--- config.mk ---
export PLATFORM = sky130hd
export DESIGN_NAME = regulator_supervisor_logic
export DESIGN_NICKNAME = d
export VERILOG_FILES = /design/src/regulator_supervisor_pkg.sv /design/src/regulator_supervisor_logic.sv
export SDC_FILE = /design/constraint.sdc
export NUM_CORES = 1
export LEC_CHECK = 0
export BUFFER_PORTS_ARGS = -buffer_cell sky130_fd_sc_hd__clkbuf_2
export CAP_MARGIN = 20
export CORE_MARGIN = 2
export CORE_UTILIZATION = 45
export DETAILED_ROUTE_END_ITERATION = 7
export PLACE_DENSITY = 0.62
export SLEW_MARGIN = 10
export SYNTH_ARGS = -nofsm -noshare
export SYNTH_HDL_FRONTEND = slang
export SYNTH_SLANG_ARGS = --single-unit
export TNS_END_PERCENT = 1
--- constraint.sdc ---
create_clock -name clk_sys -period 5.4 [get_ports clk_sys]
set_input_delay 1.08 -clock clk_sys [delete_from_list [all_inputs] [get_ports clk_sys]]
set_output_delay 1.08 -clock clk_sys [all_outputs]
set_load 0.05 [all_outputs]
--- src/regulator_supervisor_pkg.sv ---
/*
 * Constants, types and carriers of the regulator supervisor.
 * Assumes one 200 MHz clock; every time here is turned into a cycle count.
 */
package regulator_supervisor_pkg;

    // System clock
    localparam int CLK_HZ = 200_000_000;
    localparam int CLK_NS = 5;

    // Free-running switching period
    localparam int SW_FREQ_KHZ = 300;
    localparam int SW_PERIOD_CYC = CLK_HZ / (SW_FREQ_KHZ * 1000);

    // Gate dead time, rounded up to cycles
    localparam int NOL_NS = 30;
    localparam int NOL_CYC = (NOL_NS + CLK_NS - 1) / CLK_NS;

    // Power-good qualification times
    localparam int PG_RISE_MS = 1;
    localparam int PG_RISE_CYC = PG_RISE_MS * (CLK_HZ / 1000);
    localparam int PG_FALL_US = 500;
    localparam int PG_FALL_CYC = PG_FALL_US * (CLK_HZ / 1_000_000);

    // Enable-level qualification time
    localparam int EN_QUAL_US = 30;
    localparam int EN_QUAL_CYC = EN_QUAL_US * (CLK_HZ / 1_000_000);

    // Soft start step time and current-limit duty cut
    localparam int SS_STEP_CYC = 200;
    localparam int CL_STEP = 8;

    // Select code decode; targets in 10 mV
    localparam logic [4:0] CODE_SHUTDOWN = 5'h1f;
    localparam logic [3:0] LOW_LAST_VALID = 4'h5;
    localparam logic [3:0] HIGH_SHUT_LOW = 4'hf;
    localparam logic [8:0] LOW_BASE_CV = 9'h0cd;
    localparam logic [8:0] LOW_STEP_CV = 9'h005;
    localparam logic [8:0] HIGH_BASE_CV = 9'h15e;
    localparam logic [8:0] HIGH_STEP_CV = 9'h00a;

    // Register bus map (byte addresses)
    localparam logic [3:0] REG_CTRL = 4'h0;
    localparam logic [3:0] REG_STATUS = 4'h4;
    localparam logic [3:0] REG_TARGET = 4'h8;
    localparam int CTRL_INHIBIT_BIT = 0;
    localparam int CTRL_LIMIT_EN_BIT = 1;
    localparam logic [1:0] CTRL_RESET = 2'h2;

    // Converter sequencing states
    typedef enum logic [1:0] {
        ST_OFF = 2'b00,
        ST_SOFT = 2'b01,
        ST_RUN = 2'b10
    } conv_state_e;

    // Enable threshold comparators, high when above
    typedef struct packed {
        logic above2v;
        logic above1v7;
        logic above1v2;
    } enable_lvl_s;

    // Output comparators against the target
    typedef struct packed {
        logic below95;
        logic above105;
        logic above115;
    } sense_cmp_s;

    // Power stage comparators
    typedef struct packed {
        logic belowLimit;
        logic hardLimit;
        logic pwmTrip;
    } stage_cmp_s;

endpackage

--- src/regulator_supervisor_logic.sv ---
/*
 * Supervisor and sequencer of a step-down controller:
 * code decode, power good and fault flags, enable levels,
 * soft start, current limit, gate drive with dead time.
 * Assumes comparator results arrive asynchronously on pins
 * and a classic Wishbone master reaches the registers.
 */
// Decided for this implementation: the Wishbone register port and the register offsets.
// How it works
// - Low range codes 00101..00000 give 1.80-2.05 V
// - Codes 01111..00110 are disabled, no regulation
// - All-ones select code forces shutdown
// - High range codes 11110..10000 give 2.1-3.5 V
// - Power good rises after 1 ms in window
// - Power good falls after 500 us outside window
// - Power good tracks the 95-105 percent window
// - Power good low while enable is low
// - Fifteen percent over drops fault flag, stops gates
// - Overvoltage latch holds until enable toggles
// - Fault flag released while enable is low
// - Over-temperature flag low below 2 V
// - Below 1.7 V both gates forced low
// - Below 1.2 V for 30 us means shutdown
// - Gates never overlap; high side off when disabled
// - Current over limit with high side on cuts duty
// - Hard limit drops soft start, reruns it
// - Free-run 300 kHz or follow faster enable clock
// - Low side waits for first high-side pulse
// - Each enable threshold needs 30 us qualification
// - Enable low stops switching, resets soft start
`timescale 1ns/10ps
module regulator_supervisor_logic #(
    parameter int PG_RISE_CYC = regulator_supervisor_pkg::PG_RISE_CYC,
    parameter int PG_FALL_CYC = regulator_supervisor_pkg::PG_FALL_CYC,
    parameter int EN_QUAL_CYC = regulator_supervisor_pkg::EN_QUAL_CYC,
    parameter int SW_PERIOD_CYC = regulator_supervisor_pkg::SW_PERIOD_CYC
) (
    input wire logic clk_sys,
    input wire logic rst_n,
    input wire logic wbCycI,
    input wire logic wbStbI,
    input wire logic wbWeI,
    input wire logic [3:0] wbAdrI,
    input wire logic [31:0] wbDatI,
    input wire logic [3:0] wbSelI,
    output logic [31:0] wbDatO,
    output logic wbAckO,
    input wire logic [4:0] voltageSelectCode,
    input wire regulator_supervisor_pkg::enable_lvl_s enableLevelInput,
    input wire regulator_supervisor_pkg::sense_cmp_s senseCmp,
    input wire regulator_supervisor_pkg::stage_cmp_s stageCmp,
    output logic highSideGate,
    output logic lowSideGate,
    output logic powerGoodFlag,
    output logic overVoltFlag_n,
    output logic overTempFlag_n,
    output logic [8:0] targetCentivolts
);

    localparam int SYNC_W = 14;
    localparam logic [17:0] PG_RISE_LIM = 18'(PG_RISE_CYC);
    localparam logic [17:0] PG_FALL_LIM = 18'(PG_FALL_CYC);
    localparam logic [17:0] QUAL_LIM = 18'(EN_QUAL_CYC);
    localparam logic [9:0] PERIOD_LAST = 10'(SW_PERIOD_CYC - 1);
    localparam logic [9:0] PERIOD_FULL = 10'(SW_PERIOD_CYC);
    localparam logic [9:0] SS_STEP_LAST = 10'(regulator_supervisor_pkg::SS_STEP_CYC - 1);
    localparam logic [9:0] CL_DUTY_STEP = 10'(regulator_supervisor_pkg::CL_STEP);
    localparam logic [3:0] NOL_LIM = 4'(regulator_supervisor_pkg::NOL_CYC);

    // Two-stage synchronisers
    logic [13:0] syncA_r; // First stage, read only by the second
    logic [13:0] syncB_r; // Second stage, safe to use
    logic [4:0] codeS; // Synchronised select code
    regulator_supervisor_pkg::enable_lvl_s enS; // Synchronised enable levels
    regulator_supervisor_pkg::sense_cmp_s senseS; // Synchronised sense comparators
    regulator_supervisor_pkg::stage_cmp_s stageS; // Synchronised stage comparators
    logic enPrev_r; // Enable above 2 V one cycle ago, for edge detection

    // Enable-level qualification
    logic [17:0] qualCnt_r [3]; // Cycles each threshold has been undercut
    logic [2:0] belowQual; // Qualified: 0 warning, 1 driver disable, 2 shutdown

    // Code decode and mode
    logic codeShutdown; // All-ones select code
    logic codeDisabled; // Code selects no regulated output
    logic shutdownMode; // Whole converter is off
    logic gatesAllowed; // Drivers may switch

    // Flags
    logic [17:0] winCnt_r; // Cycles continuously inside the window
    logic [17:0] outCnt_r; // Cycles continuously outside the window
    logic overVolt_r; // Latched overvoltage state

    // Switching and soft start
    regulator_supervisor_pkg::conv_state_e state_r;
    logic [9:0] phase_r; // Position inside the switching period
    logic [9:0] ssLevel_r; // Soft start duty ceiling, in phase counts
    logic [9:0] ssTick_r; // Divider for soft start ramp steps
    logic pwmDone_r; // PWM comparator tripped this period
    logic firstHigh_r; // High side has switched since soft start began
    logic [3:0] deadCnt_r; // Cycles both gates have been low
    logic hsReq; // High side wanted on
    logic lsReq; // Low side wanted on
    logic bothLow; // Neither gate driven
    logic syncEdge; // Rising edge of an external clock on enable
    logic hsNxt;
    logic lsNxt;

    // Registers and bus
    logic [1:0] ctrl_r; // Driver inhibit and current-limit enable
    logic wbReq; // Valid bus cycle awaiting answer

    // Synchroniser chain
    always_ff @(posedge clk_sys) begin
        if (!rst_n) begin
            syncA_r <= '0;
            syncB_r <= '0;
            enPrev_r <= 1'b0;
        end else begin
            syncA_r <= {voltageSelectCode, enableLevelInput, senseCmp, stageCmp};
            syncB_r <= syncA_r;
            enPrev_r <= enS.above2v;
        end
    end

    assign {codeS, enS, senseS, stageS} = syncB_r;

    // Per-threshold undercut counters, saturating at the qualification time
    always_ff @(posedge clk_sys) begin
        if (!rst_n) begin
            for (int i = 0; i < 3; i++) begin
                qualCnt_r[i] <= '0;
            end
        end else begin
            for (int i = 0; i < 3; i++) begin
                if (enS[2 - i]) begin
                    qualCnt_r[i] <= '0; // Level back above threshold
                end else if (qualCnt_r[i] != QUAL_LIM) begin
                    qualCnt_r[i] <= qualCnt_r[i] + 18'h00001;
                end
            end
        end
    end

    // A threshold counts only once undercut for the full time
    always_comb begin
        for (int i = 0; i < 3; i++) begin
            belowQual[i] = (qualCnt_r[i] == QUAL_LIM);
        end
    end

    // Select code classes and overall operating permission
    always_comb begin
        codeShutdown = (codeS == regulator_supervisor_pkg::CODE_SHUTDOWN);
        codeDisabled = !codeS[4] && (codeS[3:0] > regulator_supervisor_pkg::LOW_LAST_VALID);
        shutdownMode = belowQual[2] || codeShutdown;
        gatesAllowed = !shutdownMode && !codeDisabled && !belowQual[1]
            && !overVolt_r && !ctrl_r[regulator_supervisor_pkg::CTRL_INHIBIT_BIT];
    end

    // Target voltage decode, zero for disabled and shutdown codes
    always_ff @(posedge clk_sys) begin
        if (!rst_n) begin
            targetCentivolts <= '0;
        end else if (codeShutdown || codeDisabled) begin
            targetCentivolts <= '0;
        end else if (codeS[4]) begin
            targetCentivolts <= regulator_supervisor_pkg::HIGH_BASE_CV
                - 9'(codeS[3:0] * regulator_supervisor_pkg::HIGH_STEP_CV);
        end else begin
            targetCentivolts <= regulator_supervisor_pkg::LOW_BASE_CV
                - 9'(codeS[3:0] * regulator_supervisor_pkg::LOW_STEP_CV);
        end
    end

    // Window dwell counters feeding power good
    always_ff @(posedge clk_sys) begin
        if (!rst_n || shutdownMode) begin
            winCnt_r <= '0;
            outCnt_r <= '0;
        end else if (!senseS.below95 && !senseS.above105) begin
            outCnt_r <= '0;
            if (winCnt_r != PG_RISE_LIM) begin
                winCnt_r <= winCnt_r + 18'h00001;
            end
        end else begin
            winCnt_r <= '0;
            if (outCnt_r != PG_FALL_LIM) begin
                outCnt_r <= outCnt_r + 18'h00001;
            end
        end
    end

    // Power good set and clear
    always_ff @(posedge clk_sys) begin
        if (!rst_n) begin
            powerGoodFlag <= 1'b0;
        end else if (shutdownMode || codeDisabled) begin
            powerGoodFlag <= 1'b0;
        end else if (winCnt_r == PG_RISE_LIM) begin
            powerGoodFlag <= 1'b1;
        end else if (outCnt_r == PG_FALL_LIM) begin
            powerGoodFlag <= 1'b0;
        end
    end

    // Overvoltage latch; a clear in the same cycle as a set wins, as shutdown masks the set
    always_ff @(posedge clk_sys) begin
        if (!rst_n) begin
            overVolt_r <= 1'b0;
        end else if (!shutdownMode && senseS.above115) begin
            overVolt_r <= 1'b1;
        end else if (belowQual[2]) begin
            overVolt_r <= 1'b0;
        end
    end

    // Open-drain style flags: low while asserted, high when released
    always_ff @(posedge clk_sys) begin
        if (!rst_n) begin
            overVoltFlag_n <= 1'b1;
            overTempFlag_n <= 1'b1;
        end else begin
            overVoltFlag_n <= !(overVolt_r && !belowQual[2]);
            overTempFlag_n <= !belowQual[0];
        end
    end

    // Enable rising edge marks an external sync clock
    assign syncEdge = enS.above2v && !enPrev_r;

    // Period counter, restarted by an external clock
    always_ff @(posedge clk_sys) begin
        if (!rst_n) begin
            phase_r <= '0;
        end else if (phase_r == PERIOD_LAST || syncEdge) begin
            phase_r <= '0;
        end else begin
            phase_r <= phase_r + 10'h001;
        end
    end

    // Sequencer and soft start ceiling
    always_ff @(posedge clk_sys) begin
        if (!rst_n || !gatesAllowed) begin
            state_r <= regulator_supervisor_pkg::ST_OFF;
            ssLevel_r <= '0;
            ssTick_r <= '0;
        end else if (stageS.hardLimit
                && ctrl_r[regulator_supervisor_pkg::CTRL_LIMIT_EN_BIT]) begin
            state_r <= regulator_supervisor_pkg::ST_SOFT;
            ssLevel_r <= '0;
            ssTick_r <= '0;
        end else begin
            unique case (state_r)
                regulator_supervisor_pkg::ST_OFF: begin
                    state_r <= regulator_supervisor_pkg::ST_SOFT;
                end
                regulator_supervisor_pkg::ST_SOFT, regulator_supervisor_pkg::ST_RUN: begin
                    if (highSideGate && stageS.belowLimit
                            && ctrl_r[regulator_supervisor_pkg::CTRL_LIMIT_EN_BIT]) begin
                        // Soft limit: pull the ceiling down
                        ssLevel_r <= (ssLevel_r > CL_DUTY_STEP) ?
                            ssLevel_r - CL_DUTY_STEP : '0;
                        state_r <= regulator_supervisor_pkg::ST_SOFT;
                        ssTick_r <= '0;
                    end else if (ssLevel_r == PERIOD_FULL) begin
                        state_r <= regulator_supervisor_pkg::ST_RUN;
                    end else if (ssTick_r == SS_STEP_LAST) begin
                        ssTick_r <= '0;
                        ssLevel_r <= ssLevel_r + 10'h001;
                    end else begin
                        ssTick_r <= ssTick_r + 10'h001;
                    end
                end
                default: begin
                    state_r <= regulator_supervisor_pkg::ST_OFF;
                end
            endcase
        end
    end

    // PWM trip ends the high-side pulse for the period
    always_ff @(posedge clk_sys) begin
        if (!rst_n || phase_r == PERIOD_LAST || syncEdge) begin
            pwmDone_r <= 1'b0;
        end else if (stageS.pwmTrip) begin
            pwmDone_r <= 1'b1;
        end
    end

    // Gate requests before dead-time shaping
    always_comb begin
        bothLow = !highSideGate && !lowSideGate;
        hsReq = gatesAllowed && state_r != regulator_supervisor_pkg::ST_OFF
            && phase_r < ssLevel_r && !pwmDone_r && !stageS.pwmTrip;
        lsReq = gatesAllowed && !hsReq && firstHigh_r;
        hsNxt = hsReq && (highSideGate || (bothLow && deadCnt_r == NOL_LIM));
        lsNxt = lsReq && (lowSideGate || (bothLow && deadCnt_r == NOL_LIM));
    end

    // Dead-time counter and first-pulse tracking
    always_ff @(posedge clk_sys) begin
        if (!rst_n) begin
            deadCnt_r <= '0;
            firstHigh_r <= 1'b0;
        end else begin
            if (!bothLow) begin
                deadCnt_r <= '0;
            end else if (deadCnt_r != NOL_LIM) begin
                deadCnt_r <= deadCnt_r + 4'h1;
            end
            if (state_r == regulator_supervisor_pkg::ST_OFF || ssLevel_r == '0) begin
                firstHigh_r <= 1'b0;
            end else if (highSideGate) begin
                firstHigh_r <= 1'b1;
            end
        end
    end

    // Gate drive outputs
    always_ff @(posedge clk_sys) begin
        if (!rst_n) begin
            highSideGate <= 1'b0;
            lowSideGate <= 1'b0;
        end else begin
            highSideGate <= hsNxt;
            lowSideGate <= lsNxt;
        end
    end

    // Wishbone slave: one-cycle answer, ack drops in the following cycle
    assign wbReq = wbCycI && wbStbI && !wbAckO;

    always_ff @(posedge clk_sys) begin
        if (!rst_n) begin
            wbAckO <= 1'b0;
        end else begin
            wbAckO <= wbReq;
        end
    end

    // Control register write, low byte lane only
    always_ff @(posedge clk_sys) begin
        if (!rst_n) begin
            ctrl_r <= regulator_supervisor_pkg::CTRL_RESET;
        end else if (wbReq && wbWeI && wbSelI[0]
                && wbAdrI == regulator_supervisor_pkg::REG_CTRL) begin
            ctrl_r <= wbDatI[1:0];
        end
    end

    // Read data; unmapped addresses read zero
    always_ff @(posedge clk_sys) begin
        if (!rst_n) begin
            wbDatO <= '0;
        end else if (wbReq && !wbWeI) begin
            unique case (wbAdrI)
                regulator_supervisor_pkg::REG_CTRL: wbDatO <= {30'h0, ctrl_r};
                regulator_supervisor_pkg::REG_STATUS: wbDatO <= {16'h0, codeS, state_r,
                    belowQual, overVolt_r, powerGoodFlag, lowSideGate, highSideGate,
                    shutdownMode, codeDisabled};
                regulator_supervisor_pkg::REG_TARGET: wbDatO <= {23'h0, targetCentivolts};
                default: wbDatO <= '0;
            endcase
        end
    end

endmodule

-- Word-level counts from Yosys, hierarchy flattened
Memory sizes are Yosys's and may differ from the RTL's.
Cells that the tools add are included.
- bits in registers: 153
- latch bits: 0
- memory bits (writable): 54
- memory bits (read-only): 0
- input bits: 59
- output and inout port bits: 47
- logic and storage cells: 195
- memories kept: 1
- memory list (memory ; words ; width ; rd ports ; clocked after memory_dff ; wr ports ; RTL line ; RTL):
    qualCnt_r ; 3 ; 18 ; 3 ; 0 ; 3 ; regulator_supervisor_logic.sv:80 ; logic [17:0] qualCnt_r [3];
- add/sub/neg operators: 12
- multipliers: 2
- div/mod/pow operators: 0
- magnitude comparators: 3
- equal/unequal tests: 23
- shifts and indexed selects: 0
- muxes and demuxes: 45
- bitwise logic cells: 8
- reductions and logical operators: 78
- operators with widths (kind ; count):
    $mux 18 ; 6
    $add 18x1->18 const B ; 5
    $mux 10 ; 7
    $eq 18x13->1 const B ; 3
    $ne 18x13->1 const B ; 3
    $pmux 16 s3 ; 1
    $add 10x1->10 const B ; 3
    $logic_and 1x1->1 ; 28
    $mux 1 ; 27
    $logic_not 1->1 ; 21
    $eq 10x10->1 const B ; 2
    $eq 18x17->1 const B ; 1
    $eq 18x18->1 const B ; 1
    $ne 18x17->1 const B ; 1
    $ne 18x18->1 const B ; 1
    $reduce_or 2->1 ; 8
    $mul 4x3->7 const B ; 2
    $logic_or 1x1->1 ; 11
    $eq 10x8->1 const B ; 1
    $gt 10x4->1 const B ; 1
    $logic_not 10->1 ; 1
    $lt 10x10->1 ; 1
    $sub 10x4->10 const B ; 1
    $mux 9 ; 1
    other kinds (22) ; 34

-- Depth between registers and ports, before layout
Gate-level depths: netlist (run 1).
An unclocked memory read counts as a cell.
- word-level depth: 16
- mapped depth: 10
- gate-level depth less buffers: 10

-- Worst setup path after synthesis (run 1)
Ideal clock, no wire load.
- path kind: in2reg
- from: input port rst_n
- to: memory qualCnt_r[1][10] (data pin)
- setup time: 0.266 ns
- arrival: 2.286 ns
- data required time: 5.134 ns
- path slack: 2.848 ns
- stages on the path: 7
- path buffers: 3
- cells stage by stage: clkbuf_1 > inv_1 > clkbuf_1 > nor2_1 > o21ai_1 > clkbuf_1 > nor2_1
- RTL lines (element ; RTL line ; RTL):
    from (decl) ; regulator_supervisor_logic.sv:39 ; input wire logic rst_n,
    to (decl) ; regulator_supervisor_logic.sv:80 ;

-- Worst setup path in the final report (run 1)
- from: register syncB_r[12]
- to: register targetCentivolts[6]
- word-level cells in the longest chain between the ends: 4
- elaborated cells between the ends (all ways): 10
- those cells by class: 2 x add/sub; 2 x mul; 1 x order compare; 1 x eq/ne; 1 x mux; 3 x reduce/logical
- RTL lines (element ; RTL line ; RTL):
    from (decl) ; regulator_supervisor_logic.sv:72 ; logic [13:0] syncB_r;
    from (signal assigned) ; regulator_supervisor_logic.sv:121 ; syncB_r <= syncA_r;
    parallel branches: the longest is 4 deep, another holds $sub 9x8->9 ; - ;
    to (signal assigned) ; regulator_supervisor_logic.sv:168 ; targetCentivolts <= regulator_supervisor_pkg::HIGH_BASE_CV
    to (signal assigned) ; regulator_supervisor_logic.sv:171 ; targetCentivolts <= regulator_supervisor_pkg::LOW_BASE_CV
    to (decl) ; regulator_supervisor_logic.sv:57 ; output logic [8:0] targetCentivolts
Several ways; the timed one is not identified.
A chain may end at the register's enable or synchronous reset.

==> flow_metrics.env, run 1 <==
export IMPL_cts_setup_buffers=0
export IMPL_drive_above_1_share_pct=11.6
export IMPL_drt_iter0_drc=331
export IMPL_drc=0
export IMPL_total_power_w=0.00299
export IMPL_cp_arrival_ns=3.05
export IMPL_drtPass1Iterations=5
export IMPL_post_drt_via_cell_ratio=5.18
export IMPL_die_area_mm2=0.0226
export IMPL_period_share_pct=50.2
export IMPL_synth_cell_types=75
export IMPL_outcome="complete, no violations"
export IMPL_rr_endpoint="targetCentivolts[6]"
export IMPL_io_pins=106
export IMPL_die_x_um=150
export IMPL_gp_congestion=0.804
export IMPL_synth_area_mm2=0.00965
export IMPL_syn_to_final_growth_pct=10.4
export IMPL_whs_ns=0.434
export IMPL_wl_per_cell_um=14.5
export IMPL_wirelength_mm=19.7
export IMPL_tritoncts="built"
export IMPL_rows=53
export IMPL_nets=1177
export IMPL_cts_max_path_buffers=2
export IMPL_worstSetupPathType="reg -> reg"
export IMPL_hold_end="syncB_r[3]"
export IMPL_ys_seq_area_share_pct=45.2
export IMPL_ctsHoldBuffers=0
export IMPL_synth_cells=1027
export IMPL_final_common_cell="nor2_1"
export IMPL_die_height_um=150
export IMPL_via_count=7050
export IMPL_drv_slew=0
export IMPL_synthFlopType="dfxtp_1"
export IMPL_insertion_delay_ns=0.44
export IMPL_antenna_found_initial=0
export IMPL_final_cell_mix="nor2_1, dfxtp_1, nand3_1"
export IMPL_cts_root_buf="clkbuf_16"
export IMPL_path_clk_slew_ns=0.07
export IMPL_vdd_drop_max_mv=0.179
export IMPL_final_setup_viol_count=0
export IMPL_grt_pass1_wl_mm=32.4
export IMPL_insertedDiodeCount=0
export IMPL_grt_total_usage_pct=18.1
export IMPL_hold_class="reg -> reg"
export IMPL_drv_cap=0
export IMPL_portBuffers=56
export IMPL_reg2reg_from="syncB_r[12]"
export IMPL_p_per_area_mw_per_mm2=281
export IMPL_rsz0062_at_grt="no"
export IMPL_async_reset_ff_share_pct=0
export IMPL_grt_start_max_net_pins=42
export IMPL_setup_tns_ns=0
export IMPL_avgSynthCellArea_um2=9.39
export IMPL_start_util_pct=45.9
export IMPL_skew_ns=0.0153
export IMPL_dp_slack_ns=2.27
export IMPL_hold_path_cell_count=1
export IMPL_cts_inserted_buffers=17
export IMPL_ys_ff_latch=191
export IMPL_maxSlewHeadroom_pct=35.5
export IMPL_yosysWarningCount=0
export IMPL_clock_sinks=191
export IMPL_min_from="syncA_r[3]"
export IMPL_fmax_ghz=0.369
export IMPL_crit_path_max_fanout=12
export IMPL_grt_remaining_overflow=0
export IMPL_r2r_setup_slack_ns=2.69
export IMPL_leakage_nw=4.07
export IMPL_worst_pin_slew_ns=0.959
export IMPL_core_area_mm2=0.0210
export IMPL_hpwl_mm=14.0
export IMPL_grt_pass1_vias=6470
export IMPL_cp_data_required_time_ns=5.74
export IMPL_layout_setup_ws_ns=2.69
export IMPL_finalWorstPathRequiredPeriod_ns=2.71
export IMPL_reg2reg_depth=9
export IMPL_end_kind="flip-flop"
export IMPL_finalHoldViolCount=0
export IMPL_cts_max_level=4
export IMPL_start_kind="flip-flop"
export IMPL_ant_nets=0
export IMPL_synth_edf_count=54
export IMPL_ctsResizeCount=0
## cell families after synthesis
logic type,Yosys count,share of synthesized area [%]
and+or+nand+nor,475,25.8
DFF,191,45.2
xor gates and xnor gates,103,9.35
buffers and inverters,102,5.12
AOI/OAI and AO/OA,99,7.29
adders and majority gates,46,6.12
muxes,10,1.05
other,1,0.0389
## report_power, final
group	total [W]	internal (W)	leakage, nW	switching (W)
Combinational	0.000210	0.0000661	2.01	0.000144
Clock	0.00125	0.000688	0.283	0.000563
Sequential	0.00153	0.00150	1.78	0.0000296
## metal layers
layer	up-vias	share of wire [%]	GRT usage [%]
met1	3310	51	26.4
met5	-	0	0
li1	3626	-	-
met3	10	4.0	3.36
met4	0	0.74	4.81
met2	104	44	27.5
## metrics by stage
step	cells	instance area (µm²)	util (%)
floorplan	1042	9700	-
global placement	1327	10100	47.8
detailed placement	1327	10100	47.8
CTS	1359	10600	50.6
global route	1360	10700	50.7
finish	1360	10700	50.7
## area by class of cell
| cell class | count | area (µm²) |
|---|---|---|
| Clock buffer | 17 | 425 |
| Clock inverter | 15 | 156 |
| Fill cell | 1985 | 10400 |
| Inverter | 53 | 199 |
| Multi-Input combinational cell | 749 | 4850 |
| Sequential cell | 191 | 4360 |
| Tap cell | 275 | 344 |
| Timing Repair Buffer | 60 | 318 |
## Yosys cell counts, types with 17 or more instances
cell type | instances | area share, %
a21oi_1 | 27 | 1.4
and2_1 | 32 | 2.1
and3_1 | 23 | 1.5
clkbuf_1 | 22 | 0.86
dfxtp_1 | 137 | 28
edfxtp_1 | 54 | 17
ha_1 | 44 | 5.7
inv_1 | 52 | 2.0
nand2_1 | 59 | 2.3
nand3_1 | 63 | 3.3
nand4_1 | 17 | 1.1
nor2_1 | 155 | 6.0
nor3_1 | 31 | 1.6
xnor2_1 | 60 | 5.4
xor2_1 | 43 | 3.9
## worst max-delay path, cell delays in order, from the launching register on
cell and delay, ns:
dfxtp_1 0.61, ha_1 0.34, ha_1 0.28, inv_1 0.06, ha_1 0.25, nor2b_1 0.15
o21a_1 0.17, o21ai_0 0.13, or3b_2 0.45, a21oi_1 0.17
## how the worst max path moves through the flow
stage | start | to | slack [ns] | cells after the start
2_1_floorplan | rst_n | qualCnt_r[1][10] | 2.85 | 7
3_3_place_gp | rst_n | ssLevel_r[0] | 2.28 | 5
3_5_place_dp | rst_n | ssLevel_r[0] | 2.27 | 5
4_1_cts | state_r[1] | ssLevel_r[3] | 2.60 | 7
5_1_grt | syncB_r[12] | targetCentivolts[6] | 2.46 | 9
6_report | syncB_r[12] | targetCentivolts[6] | 2.69 | 9
## state kept, by name, indices dropped and copies added (netlist names), 14 cells and up
name / flops
winCnt_r: 18
syncA_r: 14
qualCnt_r: 54
outCnt_r: 18
wbDatO: 16
syncB_r: 14
Power figures use the tool's default switching activity.
==> run 2, diff against run 1 <==
- ABC_AREA: not set -> 1
- PLACE_DENSITY: 0.62 -> 0.64
- clock period: 5.4 -> 2.3 ns (I/O delays scaled with it)
==> flow_metrics.env, run 2 <==
export IMPL_grt_remaining_overflow=0
export IMPL_ys_ff_latch=191
export IMPL_synth_cells=1309
export IMPL_drc=0
export IMPL_hold_class="in -> reg"
export IMPL_multiInputGateArea_mm2=0.00488
export IMPL_ctsHoldBuffers=0
export IMPL_async_reset_ff_share_pct=0
export IMPL_p_per_area_mw_per_mm2=625
export IMPL_die_height_um=154
export IMPL_end_kind="flip-flop"
export IMPL_vdd_drop_max_mv=0.397
export IMPL_io_pins=106
export IMPL_synth_cell_types=50
export IMPL_period_share_pct=93.0
export IMPL_ant_nets=0
export IMPL_reg2reg_from="syncB_r[10]"
export IMPL_crit_path_frequent_cell="ha_1"
export IMPL_r2r_setup_slack_ns=0.16
export IMPL_synth_area_mm2=0.0102
export IMPL_via_count=8244
export IMPL_core_area_mm2=0.0220
export IMPL_avgSynthCellArea_um2=7.75
export IMPL_final_common_cell="nand2_1"
export IMPL_fin_util_pct=51.6
export IMPL_top_regs="qualCnt_r: 54 flops, outCnt_r: 18 flops, winCnt_r: 18 flops"
export IMPL_ctsResizeCount=0
export IMPL_yosysTopAreaCell="dfxtp_1"
export IMPL_seqCellArea_mm2=0.00436
export IMPL_cts_setup_buffers=0
export IMPL_largest_reg_flops=54
export IMPL_wirelength_mm=20.9
export IMPL_insertion_delay_ns=0.44
export IMPL_cts_root_buf="clkbuf_16"
export IMPL_yosysWarningCount=0
export IMPL_hold_path_cell_count=3
export IMPL_clock_sinks=191
export IMPL_whs_ns=0.198
export IMPL_cts_inserted_buffers=17
export IMPL_tritoncts="built"
export IMPL_nFillCells=2084
export IMPL_drv_cap=0
export IMPL_path_clk_slew_ns=0.07
export IMPL_synth_edf_count=54
export IMPL_hold_end="syncA_r[0]"
export IMPL_cts_max_path_buffers=2
export IMPL_fmax_ghz=0.468
export IMPL_maxSlewHeadroom_pct=39.4
export IMPL_cp_arrival_ns=2.50
export IMPL_final_setup_viol_count=0
export IMPL_outcome="complete, no violations"
export IMPL_reg2reg_depth=9
export IMPL_post_drt_via_cell_ratio=4.92
export IMPL_nets=1488
export IMPL_regMostFlops="qualCnt_r"
export IMPL_drtPass1Iterations=5
export IMPL_setup_tns_ns=0
export IMPL_cp_data_required_time_ns=2.66
export IMPL_drive_above_1_share_pct=13.3
export IMPL_antenna_found_initial=0
export IMPL_die_x_um=154
export IMPL_cts_max_level=4
export IMPL_syn_to_final_growth_pct=11.6
export IMPL_synthFlopType="dfxtp_1"
export IMPL_min_from="stageCmp[0]"
export IMPL_ys_seq_area_share_pct=43.0
export IMPL_worst_pin_slew_ns=0.905
export IMPL_grt_start_max_net_pins=42
export IMPL_portBuffers=56
export IMPL_die_area_mm2=0.0238
export IMPL_leakage_nw=4.68
export IMPL_yosys_top_cells_count="nand2_1, inv_1, nor2_1, dfxtp_1, a21oi_1"
export IMPL_finalWorstPathRequiredPeriod_ns=2.14
export IMPL_crit_slowest_cell="fa_1"
export IMPL_drv_slew=0
export IMPL_rsz0062_at_grt="no"
export IMPL_hpwl_mm=15.7
export IMPL_crit_path_max_incr_delay_ns=0.38
export IMPL_yosysTopAreaCellShare_pct=27.0
export IMPL_synth_area_leaders="dfxtp_1, edfxtp_1, nand2_1"
export IMPL_path_cells="ha_1 > ha_1 > fa_1 > xnor2_1 > inv_1 > ha_1 > xnor2_1 > nand2_1 > a21boi_0"
export IMPL_grt_total_usage_pct=18.2
export IMPL_insertedDiodeCount=0
export IMPL_rr_endpoint="targetCentivolts[7]"
export IMPL_rows=54
export IMPL_total_power_w=0.00708
export IMPL_yosysMostFrequentCell="nand2_1"
export IMPL_start_util_pct=46.2
export IMPL_grt_pass1_vias=7530
export IMPL_crit_path_max_fanout=2
export IMPL_start_kind="flip-flop"
export IMPL_wl_per_cell_um=12.5
export IMPL_grt_pass1_wl_mm=35.8
export IMPL_skew_ns=0.00880
export IMPL_worstSetupPathType="reg -> reg"
export IMPL_drt_iter0_drc=528
export IMPL_final_cell_mix="nand2_1, inv_1, nor2_1"
export IMPL_finalHoldViolCount=0
export IMPL_gp_congestion=0.880
run 2: changes by cell type in the layout (fill, tap and decap cells not counted), moves of 19 or more:
cell | previous run | this run
inv_1 | 52 | 178
nor3_1 | 31 | 64
and3_1 | 23 | 2
a21oi_1 | 27 | 75
xnor2_1 | 60 | 11
nand2_1 | 59 | 268
and2_1 | 32 | 1
o21ai_0 | 15 | 34
run 2: kinds of logic (layout without fill, tap and decap cells):
family                   count (synthesis)  in the layout  synth area share (%)
other                                    1             16                0.0369
AND/OR/NAND/NOR                        652            652                  29.8
buffers and inverters                  229            301                  9.44
flip-flops                             191            191                  43.0
AO/OA/AOI/OAI                          152            152                  8.68
adder cells (fa/ha/maj)                 46             46                  5.82
XOR/XNOR                                38             38                  3.28
run 2: layout make-up:
type | count | share of cell area, %
Inverter | 196 | 6.50
Clock inverter | 15 | 1.29
Clock buffer | 17 | 3.76
Tap cell | 280 | 3.09
Timing Repair Buffer | 73 | 3.71
Multi-Input combinational cell | 904 | 43.1
Sequential cell | 191 | 38.5
run 2: critical path, delay by kind of cell, from the launching register on:
family | cells | cell delay, ns
AOI/OAI and AO/OA | 1 | 0.18
xor gates and xnor gates | 2 | 0.32
adders and majority gates | 4 | 1.11
buffers and inverters | 1 | 0.08
DFF | 1 | 0.32
and+or+nand+nor | 1 | 0.06
run 2: layer usage:
metal / wire, µm / vias up / global-route usage, % / share of wire, %
li1: - / 4393 / - / -
met1: 10900 / 3690 / 25.9 / 52
met2: 9080 / 142 / 28.8 / 43
met3: 712 / 19 / 3.11 / 3.4
met4: 196 / 0 / 5.21 / 0.94
met5: 0 / - / 0 / 0
run 2: how the worst max path moves through the flow:
stage	startpoint	endpoint	slack, ns
final	syncB_r[10]	targetCentivolts[7]	0.16
after global routing	syncB_r[10]	targetCentivolts[5]	0.03
after CTS	syncB_r[10]	targetCentivolts[7]	0.15
after detailed placement	syncB_r[10]	targetCentivolts[7]	0.18
after global placement	syncB_r[10]	targetCentivolts[7]	0.21
after floorplan	syncB_r[12]	targetCentivolts[7]	0.12
run 2: power breakdown:
part           total, W  leakage [nW]  internal (W)  switching (W)
combinational  0.000590          2.65      0.000176       0.000414
sequential      0.00364          1.76       0.00355      0.0000873
clock           0.00285         0.280       0.00144        0.00141
total           0.00708          4.68       0.00517        0.00191
run 2: metrics by stage:
step / setup WS (ns) / cell area [µm²] / instances
global route: 0.0253 / 11300 / 1676
global placement: 0.214 / 10800 / 1644
CTS: 0.154 / 11300 / 1676
floorplan: 0.124 / 10200 / 1324
detailed placement: 0.175 / 10800 / 1644
finish: 0.162 / 11300 / 1676
